[config.mk]
export PLATFORM = sky130hd
export DESIGN_NAME = synth_serial_program_latches
export DESIGN_NICKNAME = d
export VERILOG_FILES = /design/src/serial_shifter.v /design/src/synth_serial_program_latches.v
export VERILOG_INCLUDE_DIRS = /design/src
export SDC_FILE = /design/constraint.sdc
export NUM_CORES = 1
export LEC_CHECK = 0
export BUFFER_PORTS_ARGS = -buffer_cell sky130_fd_sc_hd__buf_4
export CAP_MARGIN = 20
export CORE_MARGIN = 2
export CORE_UTILIZATION = 35
export CTS_CLUSTER_SIZE = 30
export DETAILED_ROUTE_END_ITERATION = 8
export PLACE_DENSITY = 0.67
export SYNTH_ARGS = -nofsm -noshare
export SYNTH_HDL_FRONTEND = slang
export SYNTH_SLANG_ARGS = --single-unit
[constraint.sdc]
create_clock -name clk -period 1.2 [get_ports clk]
set_input_delay 0.12 -clock clk [delete_from_list [all_inputs] [get_ports clk]]
set_output_delay 0.12 -clock clk [all_outputs]
set_load 0.005 [all_outputs]
[src/synth_prog_consts.vh]
// Field positions, select codes and observe codes of the serial programming latches
`ifndef SYNTH_PROG_CONSTS_VH
`define SYNTH_PROG_CONSTS_VH
`define WORD_WIDTH 32
`define SEL_MSB 2
`define SEL_LSB 0
`define SEL_DIVIDER 3'h0
`define SEL_PHASE 3'h1
`define SEL_DENOM_REF 3'h2
`define SEL_FUNCTION 3'h3
`define SEL_CLKDIV 3'h4
`define OBS_MSB 30
`define OBS_LSB 27
`define INT_MSB 26
`define INT_LSB 15
`define FRAC_MSB 14
`define FRAC_LSB 3
`define PHASE_MSB 14
`define PHASE_LSB 3
`define NOISE_MSB 30
`define NOISE_LSB 29
`define SLIP_BIT 28
`define CUR_MSB 27
`define CUR_LSB 24
`define PRESC_BIT 22
`define HALF_BIT 21
`define DBL_BIT 20
`define RCNT_MSB 19
`define RCNT_LSB 15
`define DEN_MSB 14
`define DEN_LSB 3
`define RESEED_BIT 14
`define LOCKW_BIT 7
`define POL_BIT 6
`define PD_BIT 5
`define TRI_BIT 4
`define CRST_BIT 3
`define CDM_MSB 20
`define CDM_LSB 19
`define CDV_MSB 18
`define CDV_LSB 7
`define OBS_TRISTATE 4'h0
`define OBS_DVDD 4'h1
`define OBS_DGND 4'h2
`define OBS_RDIV 4'h3
`define OBS_NDIV 4'h4
`define OBS_LOCK 4'h6
`endif

[src/serial_shifter.v]
// MSB-first serial input shift register
`timescale 1ns/1ps
module serial_shifter #(
  parameter WIDTH = 32
) (
  input wire clk,
  input wire sys_rst,
  input wire shift_en,
  input wire data_in,
  output reg [WIDTH-1:0] word
);
  // Shift one bit in per enabled edge
  always @(posedge clk) begin
    if (sys_rst) begin
      word <= {WIDTH{1'b0}};
    end else if (shift_en) begin
      word <= {word[WIDTH-2:0], data_in};
    end
  end
endmodule // serial_shifter

[src/synth_serial_program_latches.v]
// Serial programming latches with pending and active stages
`timescale 1ns/1ps
`include "synth_prog_consts.vh"
module synth_serial_program_latches #(
  parameter WIDTH = 32
) (
  input wire clk,
  input wire sys_rst,
  input wire serial_clk,
  input wire serial_data,
  input wire latch_strobe,
  input wire chip_enable,
  input wire ref_div_pulse,
  input wire fb_div_pulse,
  input wire lock_detect,
  output reg observe_pin,
  output reg [11:0] int_value,
  output reg [11:0] frac_value,
  output reg [11:0] denominator_value,
  output reg [11:0] phase_value,
  output reg [4:0] ref_count,
  output reg ref_doubler,
  output reg ref_halving,
  output reg [3:0] pump_current_setting,
  output reg [1:0] noise_spur_select,
  output reg slip_reduce_enable,
  output reg prescaler_sel,
  output reg modulator_reseed_control,
  output reg lock_window_select,
  output reg detector_polarity,
  output reg power_down,
  output reg pump_tristate,
  output reg counter_reset,
  output reg [1:0] clkdiv_mode,
  output reg [11:0] clkdiv_value,
  output reg divider_written
);
  reg serial_clk_q;
  reg strobe_q;
  reg [3:0] observe_select;
  reg [11:0] pend_phase;
  reg [11:0] pend_denom;
  reg [4:0] pend_ref_count;
  reg pend_doubler;
  reg pend_halving;
  reg [3:0] pend_current;
  wire [WIDTH-1:0] shift_word;
  wire shift_edge;
  wire load_edge;
  wire [2:0] latch_select_code;
  reg next_observe;

  // Decode of a select code against a target latch
  // Shared by every latch, so all of them compare the same three bits
  function sel_hit;
    input [2:0] code;
    input [2:0] target;
    begin
      sel_hit = (code == target);
    end
  endfunction

  // Edge detection of serial clock and strobe
  // Both pins idle low, so samples clear low and no false edge follows reset
  // Each level must stand a full clock period for its edge to be seen
  always @(posedge clk) begin
    if (sys_rst) begin
      serial_clk_q <= 1'b0;
      strobe_q <= 1'b0;
    end else begin
      serial_clk_q <= serial_clk;
      strobe_q <= latch_strobe;
    end
  end
  assign shift_edge = serial_clk & ~serial_clk_q;
  assign load_edge = latch_strobe & ~strobe_q;
  assign latch_select_code = shift_word[`SEL_MSB:`SEL_LSB];

  // Input shift register
  // Extra bits fall out at the top; only the last word width of bits counts
  // The select code is the last three bits shifted in
  serial_shifter #(
    .WIDTH(WIDTH)
  ) u_shifter (
    .clk(clk),
    .sys_rst(sys_rst),
    .shift_en(shift_edge),
    .data_in(serial_data),
    .word(shift_word)
  );

  // Pending stage and immediate latches
  // Codes outside the five latches match no test and change nothing
  // A strobe rising with a serial clock edge loads the word before that bit
  always @(posedge clk) begin
    if (sys_rst) begin
      pend_phase <= 12'h000;
      pend_denom <= 12'h000;
      pend_ref_count <= 5'h00;
      pend_doubler <= 1'b0;
      pend_halving <= 1'b0;
      pend_current <= 4'h0;
      noise_spur_select <= 2'h0;
      slip_reduce_enable <= 1'b0;
      prescaler_sel <= 1'b0;
      modulator_reseed_control <= 1'b0;
      lock_window_select <= 1'b0;
      detector_polarity <= 1'b0;
      power_down <= 1'b0;
      pump_tristate <= 1'b0;
      counter_reset <= 1'b0;
      clkdiv_mode <= 2'h0;
      clkdiv_value <= 12'h000;
    end else if (load_edge) begin
      if (sel_hit(latch_select_code, `SEL_PHASE)) begin
        pend_phase <= shift_word[`PHASE_MSB:`PHASE_LSB];
      end
      if (sel_hit(latch_select_code, `SEL_DENOM_REF)) begin
        noise_spur_select <= shift_word[`NOISE_MSB:`NOISE_LSB];
        slip_reduce_enable <= shift_word[`SLIP_BIT];
        pend_current <= shift_word[`CUR_MSB:`CUR_LSB];
        prescaler_sel <= shift_word[`PRESC_BIT];
        pend_halving <= shift_word[`HALF_BIT];
        pend_doubler <= shift_word[`DBL_BIT];
        pend_ref_count <= shift_word[`RCNT_MSB:`RCNT_LSB];
        pend_denom <= shift_word[`DEN_MSB:`DEN_LSB];
      end
      if (sel_hit(latch_select_code, `SEL_FUNCTION)) begin
        modulator_reseed_control <= shift_word[`RESEED_BIT];
        lock_window_select <= shift_word[`LOCKW_BIT];
        detector_polarity <= shift_word[`POL_BIT];
        power_down <= shift_word[`PD_BIT];
        pump_tristate <= shift_word[`TRI_BIT];
        counter_reset <= shift_word[`CRST_BIT];
      end
      if (sel_hit(latch_select_code, `SEL_CLKDIV)) begin
        clkdiv_mode <= shift_word[`CDM_MSB:`CDM_LSB];
        clkdiv_value <= shift_word[`CDV_MSB:`CDV_LSB];
      end
    end
  end

  // Divider latch write promotes pending settings to active
  // The whole pending set moves on one edge, so the loop never sees a mix
  // of old and new modulus, reference and current settings
  always @(posedge clk) begin
    if (sys_rst) begin
      int_value <= 12'h000;
      frac_value <= 12'h000;
      observe_select <= 4'h0;
      phase_value <= 12'h000;
      denominator_value <= 12'h000;
      ref_count <= 5'h00;
      ref_doubler <= 1'b0;
      ref_halving <= 1'b0;
      pump_current_setting <= 4'h0;
      divider_written <= 1'b0;
    end else begin
      divider_written <= 1'b0;
      if (load_edge && sel_hit(latch_select_code, `SEL_DIVIDER)) begin
        observe_select <= shift_word[`OBS_MSB:`OBS_LSB];
        int_value <= shift_word[`INT_MSB:`INT_LSB];
        frac_value <= shift_word[`FRAC_MSB:`FRAC_LSB];
        phase_value <= pend_phase;
        denominator_value <= pend_denom;
        ref_count <= pend_ref_count;
        ref_doubler <= pend_doubler;
        ref_halving <= pend_halving;
        pump_current_setting <= pend_current;
        divider_written <= 1'b1;
      end
    end
  end

  // Observation multiplexer
  // Lock shows only while enabled and not powered down
  // The pump three-state itself sits in the analog section
  always @* begin
    case (observe_select)
      `OBS_TRISTATE: next_observe = 1'b0;
      `OBS_DVDD: next_observe = 1'b1;
      `OBS_DGND: next_observe = 1'b0;
      `OBS_RDIV: next_observe = ref_div_pulse;
      `OBS_NDIV: next_observe = fb_div_pulse;
      `OBS_LOCK: next_observe = lock_detect & chip_enable & ~power_down;
      default: next_observe = 1'b0;
    endcase
  end

  // Registered observation pin
  // One extra cycle keeps decode glitches off the pin
  always @(posedge clk) begin
    if (sys_rst) begin
      observe_pin <= 1'b0;
    end else begin
      observe_pin <= next_observe;
    end
  end
endmodule // synth_serial_program_latches

==> results.toml, run 1 <==
[logic_synthesis]
synth.top_cells.by_count = "dfxtp_1, nand2b_1, mux2i_1"
synth_top_cell_area_share = 0.520
synth.largest_area_cell = "dfxtp_1"
synthArstFlopShare = 0
yosysWarnings = 0
yosys_register_bits = 157
synth_area_leaders = "dfxtp_1, mux2i_1, nand2b_1"
synth_cell_types = 23
syn_area_per_cell_um2 = 10.3
syn_inst = 588
synth_edf_count = 0
seq_area_frac_synth = 0.520
synth-main-ff-cell = "dfxtp_1"
synth_area_mm2 = 0.00605
synth.most_common_cell = "dfxtp_1"
syn-num-nets = 597

[die]
die-height_um = 135
fp.coreArea_mm2 = 0.0171
fp-row-count = 48
die_w_um = 135
start_util = 0.353
boundaryPins = 94
die_area_mm2 = 0.0183

[sta]
final-max-slew-violation-count = 0
rsz0062_at_grt = "yes"
tightest_slew_ns = 0.273
fmax_ghz = 0.753
period_share = 1.11
final.setup.worst_slack_ns = -0.129
setup_viol = 103
timing.hold.ws_ns = 0.103
slew_headroom = 0.818
hold_viol_final = 0
setup_tns_ns = -6.95
finalClockSkew_ns = 0.0121
fin_crit_ns = 1.33

[route]
vias = 4303
wl_per_cell_um = 14.8
first_pass_iters = 4
drt-total-wl_mm = 13.8
drtIter0Drc = 153
drt-vias-per-instance = 4.62
ant_nets = 0
drc = 0

[setup_path]
end_kind = "register"
arrival_ns = 1.63
cp_slowest_cell = "dfxtp_2"
cpLargestDelayFamily = "buffers and inverters"
path_max_fanout = 15
crit_chain = "nor3b_4 > buf_6 > nand2_4 > clkbuf_16 > mux2i_1"
start_kind = "register"
criticalPathCategory = "register to register"
crit_required_ns = 1.50
cp_slowest_stage_delay_ns = 0.34
worst-path-buf-inv = 2

[run_status]
violations = "negative setup slack"
run_status = "complete, but fails checks"

[place]
gp_congestion = 0.739
portBuffers = 93
dp_hpwl_mm = 8.76

[clock_network]
clock_latency_ns = 0.42
root_buffer = "clkbuf_16"
cts_tree = "built"
cts_sinks = 157
clock_path_buffers = 2
numCtsBuffers = 17
clkTransAtPathRegs_ns = 0.06
h-tree-depth = 4

[layout]
drive_gt1_frac = 0.245
fin_nets = 703
finalCoreUtilization = 0.470
n_antenna_cell = 0
syn_to_final_growth_pct = 32.9

[job]
drv_cap = 0

[power]
vdd_drop_max_uv = 962
p_leak_nw = 3.47
power.density_mw_per_mm2 = 1420

[global_routing]
grt_max_degree = 63
gr-total-overflow = 0
grt_pass1_vias = 4145
grtUsageTotal = 0.148
antenna_found_initial = 0
grt_pass1_wl_mm = 21.0

[worst_hold_path]
hp-class = "input pin to register"
## stage by stage
stage,setup slack [ns],power (mW),area [um2],std cells
3_5_place_dp,-0.131,5.87,7140,888
4_1_cts,-0.119,11.4,7840,924
2_1_floorplan,-0.0405,5.72,6090,588
3_3_place_gp,-0.0721,5.86,7140,888
6_report,-0.129,11.4,8040,931
5_1_grt,-0.179,11.8,8040,931
## logic make-up (layout without fill, tap and decap cells)
| family | Yosys count | in the layout | synth area share |
|---|---|---|---|
| simple gates | 234 | 234 | 0.219 |
| flops | 157 | 157 | 0.520 |
| mux | 121 | 121 | 0.200 |
| buf+inv | 42 | 160 | 0.0321 |
| compound gates | 34 | 34 | 0.0286 |
## path summary, 6_finish.rpt
path | slack (ns) | cells after the start | startpoint | end
hold reg to reg | 0.45 | 1 | observe_select[3]$_SDFFE_PP0P_ | observe_pin$_SDFF_PP0_
setup / recovery | -0.13 | 5 | strobe_q$_SDFF_PP0_ | frac_value[11]$_SDFFE_PP0P_
setup reg to reg | -0.13 | 5 | strobe_q$_SDFF_PP0_ | frac_value[11]$_SDFFE_PP0P_
hold / removal | 0.10 | 4 | ref_div_pulse | observe_pin$_SDFF_PP0_
## power breakdown
group	switching (mW)	total [mW]	internal, mW
registers	0.00887	5.23	5.22
clock network	2.17	5.56	3.39
logic	0.285	0.605	0.320
## cells in the final DEF, fill, tap and decap left out, types with 5 or more instances in the layout
| master | n |
|---|---|
| nand2_1 | 62 |
| a21oi_1 | 31 |
| buf_4 | 104 |
| clkbuf_16 | 23 |
| dfxtp_1 | 153 |
| nor2b_1 | 5 |
| nand2b_1 | 148 |
| mux2i_1 | 119 |
| buf_12 | 10 |
## area by class of cell
type,count,area (um2)
clock buffers,19,453
clock inverters,12,161
fillers,1584,9080
multi-input cells,389,2760
flip-flops and latches,157,3150
well taps,225,282
repair buffers,129,1230
## metal layers
| layer | vias to the layer above | global-route usage | routed length [um] |
|---|---|---|---|
| met5 | - | 0 | 0 |
| li1 | 2148 | - | - |
| met1 | 2045 | 0.190 | 6520 |
| met4 | 0 | 0.0619 | 261 |
| met3 | 22 | 0.0382 | 492 |
| met2 | 88 | 0.236 | 6480 |
## tightest hold or removal path, delay by kind of cell
kind,cells,cell delay (ns)
and+or+nand+nor,2,0.19
buffers and inverters,1,0.11
AOI/OAI and AO/OA,1,0.06
## flip-flops by register name, summed over array words and instances, names as in the netlist, 2 cells and up
signal / flops
int_value: 12
clkdiv_mode: 2
pump_current_setting: 4
pend_phase: 12
noise_spur_select: 2
pend_denom: 12
observe_select: 4
u_shifter.word: 31
denominator_value: 12
phase_value: 12
ref_count: 5
pend_ref_count: 5
pend_current: 4
clkdiv_value: 12
frac_value: 12
## what timing repair did
item / CTS / global route
gates resized for setup: 10 / 12
hold endpoints to repair: 4 / 0
hold buffers: 4 / 0
cloned: 0 / 6
endpoints found under the setup margin: 106 / 118
setup buffers: 1 / 1
pin swaps: 4 / 4
Power figures use the tool's default switching activity.
==> run 2, diff against run 1 <==
--- a/config.mk
+++ b/config.mk
@@ -10,6 +10,7 @@
 export CAP_MARGIN = 20
 export CORE_MARGIN = 2
 export CORE_UTILIZATION = 35
+export CTS_BUF_LIST = sky130_fd_sc_hd__clkbuf_8
 export CTS_CLUSTER_SIZE = 30
 export DETAILED_ROUTE_END_ITERATION = 8
 export PLACE_DENSITY = 0.67
==> run 2 against run 1 <==
Effect of this change: the run still ends with negative setup slack left; setup slack improved by 0.0011 ns; utilization decreased by 1.6 points; sequential power about the same; final cell count decreased by 0.32%; design area decreased by 3.4%; worst hold slack got worse by 0.015 ns; flip-flop and latch count unchanged; critical path depth unchanged; wire length decreased by 2.7%; clock power decreased by 25%; register-to-register slack about the same; clock skew about the same; largest cell class unchanged.
==> results.toml, run 2 (synthesized netlist as in run 1, its figures left out) <==
[place]
place_area_mm2 = 0.00714
portBuffers = 93
dp_cells = 888
gp_congestion = 0.739
dp_hpwl_mm = 8.76

[die]
die_w_um = 135
fp.coreArea_mm2 = 0.0171
die_area_mm2 = 0.0183
die-height_um = 135
boundaryPins = 94
fp-row-count = 48
start_util = 0.353

[layout]
fin_nets = 700
final_common_cell = "dfxtp_1"
drive_gt1_frac = 0.238
syn_to_final_growth_pct = 28.4
most-common-layout-cells = "dfxtp_1, nand2b_1, mux2i_1"
largest_register_ffs = 31
top_register = "u_shifter.word"
final_cells = 928
stdcell_area_mm2 = 0.00777
finalCoreUtilization = 0.454
n_antenna_cell = 0

[global_routing]
grt_pass1_vias = 4109
antenna_found_initial = 0
use_met1 = 0.191
grt_max_degree = 63
use_met3 = 0.0359
busiest_layer = "met2"
grt_pass1_wl_mm = 20.9
gr-usage-met2 = 0.234
gr-total-overflow = 0
grtUsageTotal = 0.146

[clock_network]
numCtsBuffers = 17
root_buffer = "clkbuf_8"
cts_sinks = 157
cts_tree = "built"
h-tree-depth = 4
clock_latency_ns = 0.44
clkTransAtPathRegs_ns = 0.08
clock_path_buffers = 2

[setup_path]
end_kind = "register"
start_kind = "register"
criticalPathCategory = "register to register"
rr_worst_depth = 5
path_max_fanout = 15
crit_required_ns = 1.52
arrival_ns = 1.65

[sta]
rsz0062_at_grt = "yes"
hold_viol_final = 0
fmax_ghz = 0.753
period_share = 1.11
setup_viol = 90
final-max-slew-violation-count = 0
timing.hold.ws_ns = 0.0881
setup_tns_ns = -6.44
tightest_slew_ns = 0.276
slew_headroom = 0.816
finalClockSkew_ns = 0.0118
final.setup.worst_slack_ns = -0.128
fin_crit_ns = 1.33

[route]
first_pass_iters = 4
ant_nets = 0
wl_per_cell_um = 14.4
drtIter0Drc = 151
vias = 4301
drt-total-wl_mm = 13.4
drc = 0
drt-vias-per-instance = 4.63

[power]
p_leak_nw = 3.34
internal_power_mw = 7.70
power.switching_mw = 2.26
vdd_drop_max_uv = 681
power.density_mw_per_mm2 = 1280
switching_share = 0.227
pwr-share-comb = 0.060
power_frac_clock = 0.416
seq_power_share = 0.524

[job]
drv_cap = 0

[worst_hold_path]
hp-class = "input pin to register"
min_path_cells = 4

[run_status]
violations = "negative setup slack"
run_status = "complete, but fails checks"
run 2: final timing paths:
check / from / endpoint / slack [ns]
hold / removal: ref_div_pulse / observe_pin$_SDFF_PP0_ / 0.09
setup / recovery: strobe_q$_SDFF_PP0_ / frac_value[4]$_SDFFE_PP0P_ / -0.13
hold reg to reg: observe_select[3]$_SDFFE_PP0P_ / observe_pin$_SDFF_PP0_ / 0.45
setup reg to reg: strobe_q$_SDFF_PP0_ / frac_value[4]$_SDFFE_PP0P_ / -0.13
run 2: cell type report:
| type | count | area [um2] |
|---|---|---|
| Clock buffer | 19 | 262 |
| Clock inverter | 12 | 161 |
| Fill cell | 1613 | 9350 |
| Multi-Input combinational cell | 389 | 2760 |
| Sequential cell | 157 | 3150 |
| Tap cell | 225 | 282 |
| Timing Repair Buffer | 126 | 1160 |
run 2: repair_timing:
action,4_1_cts,5_1_grt
resized for setup,9,6
cloned,0,4
hold endpoints to repair,4,0
hold buffers,4,0
setup endpoints to repair,108,118
buffers inserted,1,0
pin swaps,4,4
run 2: layer usage:
metal	vias to the layer above	wire, um	part of all wire
met5	-	0	0
met1	2058	6310	0.47
met3	19	519	0.039
met2	89	6300	0.47
li1	2135	-	-
met4	0	249	0.019
run 2: stage by stage:
stage | power [mW] | setup WS (ns)
final | 9.96 | -0.128
after global routing | 10.4 | -0.188
after CTS | 10.0 | -0.124
after detailed placement | 5.87 | -0.131
after global placement | 5.86 | -0.0721
after floorplan | 5.72 | -0.0405
run 2: critical path, cell delays in order (launching register included):
cell	delay, ns
dfxtp_2	0.34
nor3b_4	0.24
buf_6	0.15
nand2_4	0.12
clkbuf_16	0.23
mux2i_1	0.13
run 2: power by group through the flow:
stage	sequential (mW)	clock, mW	combinational (mW)
final	5.22	4.15	0.597
after global routing	5.22	4.51	0.630
after CTS	5.22	4.26	0.545
after detailed placement	5.34	0	0.527
after global placement	5.34	0	0.518
after floorplan	5.34	0	0.376
==> run 3, diff against run 2 <==
--- a/config.mk
+++ b/config.mk
@@ -6,14 +6,18 @@
 export SDC_FILE = /design/constraint.sdc
 export NUM_CORES = 1
 export LEC_CHECK = 0
+export ABC_AREA = 0
 export BUFFER_PORTS_ARGS = -buffer_cell sky130_fd_sc_hd__buf_4
 export CAP_MARGIN = 20
+export CELL_PAD_IN_SITES_DETAIL_PLACEMENT = 1
+export CELL_PAD_IN_SITES_GLOBAL_PLACEMENT = 1
 export CORE_MARGIN = 2
 export CORE_UTILIZATION = 35
 export CTS_BUF_LIST = sky130_fd_sc_hd__clkbuf_8
 export CTS_CLUSTER_SIZE = 30
 export DETAILED_ROUTE_END_ITERATION = 8
-export PLACE_DENSITY = 0.67
+export PLACE_DENSITY = 0.79
 export SYNTH_ARGS = -nofsm -noshare
 export SYNTH_HDL_FRONTEND = slang
 export SYNTH_SLANG_ARGS = --single-unit
+export TNS_END_PERCENT = 1
==> run 3 against run 2 <==
Effect of this change: the run still ends with negative setup slack left; largest cell class unchanged; via count is 1.9% higher; critical path type unchanged; utilization is 0.059 points lower; flip-flop and latch count unchanged; wire length up 14%; power is 3.3% higher; largest power group unchanged; first-iteration DRC count is 4.0% higher; non-clock buffer count is 2 lower; worst hold slack worse by 0.050 ns; design area fell by 0.13%; critical path depth unchanged.
==> results.toml, run 3 (synthesized netlist as in run 1, its figures left out) <==
[run_status]
run_status = "complete, but fails checks"
violations = "negative setup slack"

[power]
power_frac_clock = 0.439
seq_power_share = 0.507
power.switching_mw = 2.15
switching_share = 0.208
p_leak_nw = 3.36
power.density_mw_per_mm2 = 1330
vdd_drop_max_uv = 712
internal_power_mw = 8.15
pwr-share-comb = 0.054

[route]
drt-vias-per-instance = 4.75
drt-total-wl_mm = 15.3
drc = 0
vias = 4383
drtIter0Drc = 157
wl_per_cell_um = 16.6
first_pass_iters = 4
ant_nets = 0

[place]
dp_cells = 889
dp_hpwl_mm = 10.5
gp_congestion = 0.763
place_ws_ns = -0.114
portBuffers = 93

[setup_path]
end_kind = "register"
cp_slowest_stage_delay_ns = 0.34
cp_slowest_cell = "dfxtp_2"
crit_required_ns = 1.54
arrival_ns = 1.71
worst-path-buf-inv = 2
cpLargestDelayFamily = "simple AND/OR/NAND/NOR gates"
start_kind = "register"
path_max_fanout = 5
crit_chain = "nor3b_4 > nand3b_1 > buf_6 > buf_12 > mux2i_4"
criticalPathCategory = "register to register"

[sta]
final-max-slew-violation-count = 0
fin_crit_ns = 1.37
slew_headroom = 0.801
final.setup.worst_slack_ns = -0.166
finalClockSkew_ns = 0.00975
setup_viol = 113
fmax_ghz = 0.732
period_share = 1.14
rsz0062_at_grt = "yes"
hold_viol_final = 0
tightest_slew_ns = 0.298

[layout]
final_common_cell = "dfxtp_1"
largest_register_ffs = 31
n_antenna_cell = 0
drive_gt1_frac = 0.228
fillCellCount = 1895
final_cells = 923
most-common-layout-cells = "dfxtp_1, nand2b_1, mux2i_1"
top_register = "u_shifter.word"
fin_nets = 698
syn_to_final_growth_pct = 28.3

[clock_network]
cts_sinks = 157
clock_latency_ns = 0.45
h-tree-depth = 4
clkTransAtPathRegs_ns = 0.08
numCtsBuffers = 17
root_buffer = "clkbuf_8"
clock_path_buffers = 2
cts_tree = "built"

[global_routing]
grt_pass1_wl_mm = 24.1
antenna_found_initial = 0
grtUsageTotal = 0.170
grt_max_degree = 82
gr-total-overflow = 0
grt_pass1_vias = 4684

[die]
fp.coreArea_mm2 = 0.0171
start_util = 0.353
fp-row-count = 48
die_area_mm2 = 0.0183
boundaryPins = 94
die_w_um = 135
die-height_um = 135

[job]
drv_cap = 0

[worst_hold_path]
hp-class = "input pin to register"
==> run 3: repair_timing <==
action | 4_1_cts | 5_1_grt
gates cloned | 1 | 1
hold buffers | 3 | 0
hold endpoints to repair | 3 | 0
setup endpoints to repair | 112 | 121
buffers inserted | 1 | 0
gates resized for setup | 11 | 1
pin swaps | 5 | 3
==> run 3: area by class of cell <==
type                       instances  area (um2)  share of cell area
clock buffer                      21         289              0.0373
clock inverter                     7         163              0.0210
multi-input combinational        389        2740               0.354
sequential                       157        3150               0.406
tap                              225         282              0.0363
timing repair buffer             124        1130               0.146
==> run 3: worst min-delay path: cells and delay by family <==
family / cells / cell delay, ns
buffers and inverters: 1 / 0.13
multiplexers: 1 / 0.08
AND/OR/NAND/NOR: 1 / 0.11
==> run 3: layer usage <==
| metal | part of all wire | routed length [um] | GRT usage |
|---|---|---|---|
| met5 | 0 | 0 | 0 |
| met4 | 0.015 | 234 | 0.0561 |
| met3 | 0.032 | 497 | 0.0426 |
| met2 | 0.54 | 8290 | 0.317 |
| met1 | 0.41 | 6300 | 0.188 |
==> run 3: power groups by stage <==
stage | combinational (mW) | sequential, mW | clock, mW
after floorplan | 0.367 | 5.34 | 0
after global placement | 0.527 | 5.34 | 0
after detailed placement | 0.544 | 5.34 | 0
after CTS | 0.559 | 5.22 | 4.63
after global routing | 0.589 | 5.22 | 4.83
final | 0.557 | 5.22 | 4.52
==> run 3: stage by stage <==
stage	power, mW	util	hold WS [ns]	area, um2	setup TNS [ns]
after floorplan	5.71	-	0.248	6060	-2.87
after global placement	5.87	0.419	0.352	7170	-3.29
after detailed placement	5.89	0.419	0.366	7170	-7.42
after CTS	10.4	0.452	0.0132	7730	-7.67
after global routing	10.6	0.453	0.0279	7760	-16.48
final	10.3	0.453	0.0383	7760	-10.59
==> run 3: final timing paths <==
kind / startpoint / to / slack (ns) / depth (start not counted)
max reg2reg: strobe_q$_SDFF_PP0_ / pend_halving$_SDFFE_PP0P_ / -0.17 / 5
max: strobe_q$_SDFF_PP0_ / pend_halving$_SDFFE_PP0P_ / -0.17 / 5
min reg2reg: observe_select[3]$_SDFFE_PP0P_ / observe_pin$_SDFF_PP0_ / 0.45 / 1
min: sys_rst / ref_count[4]$_SDFFE_PP0P_ / 0.04 / 3
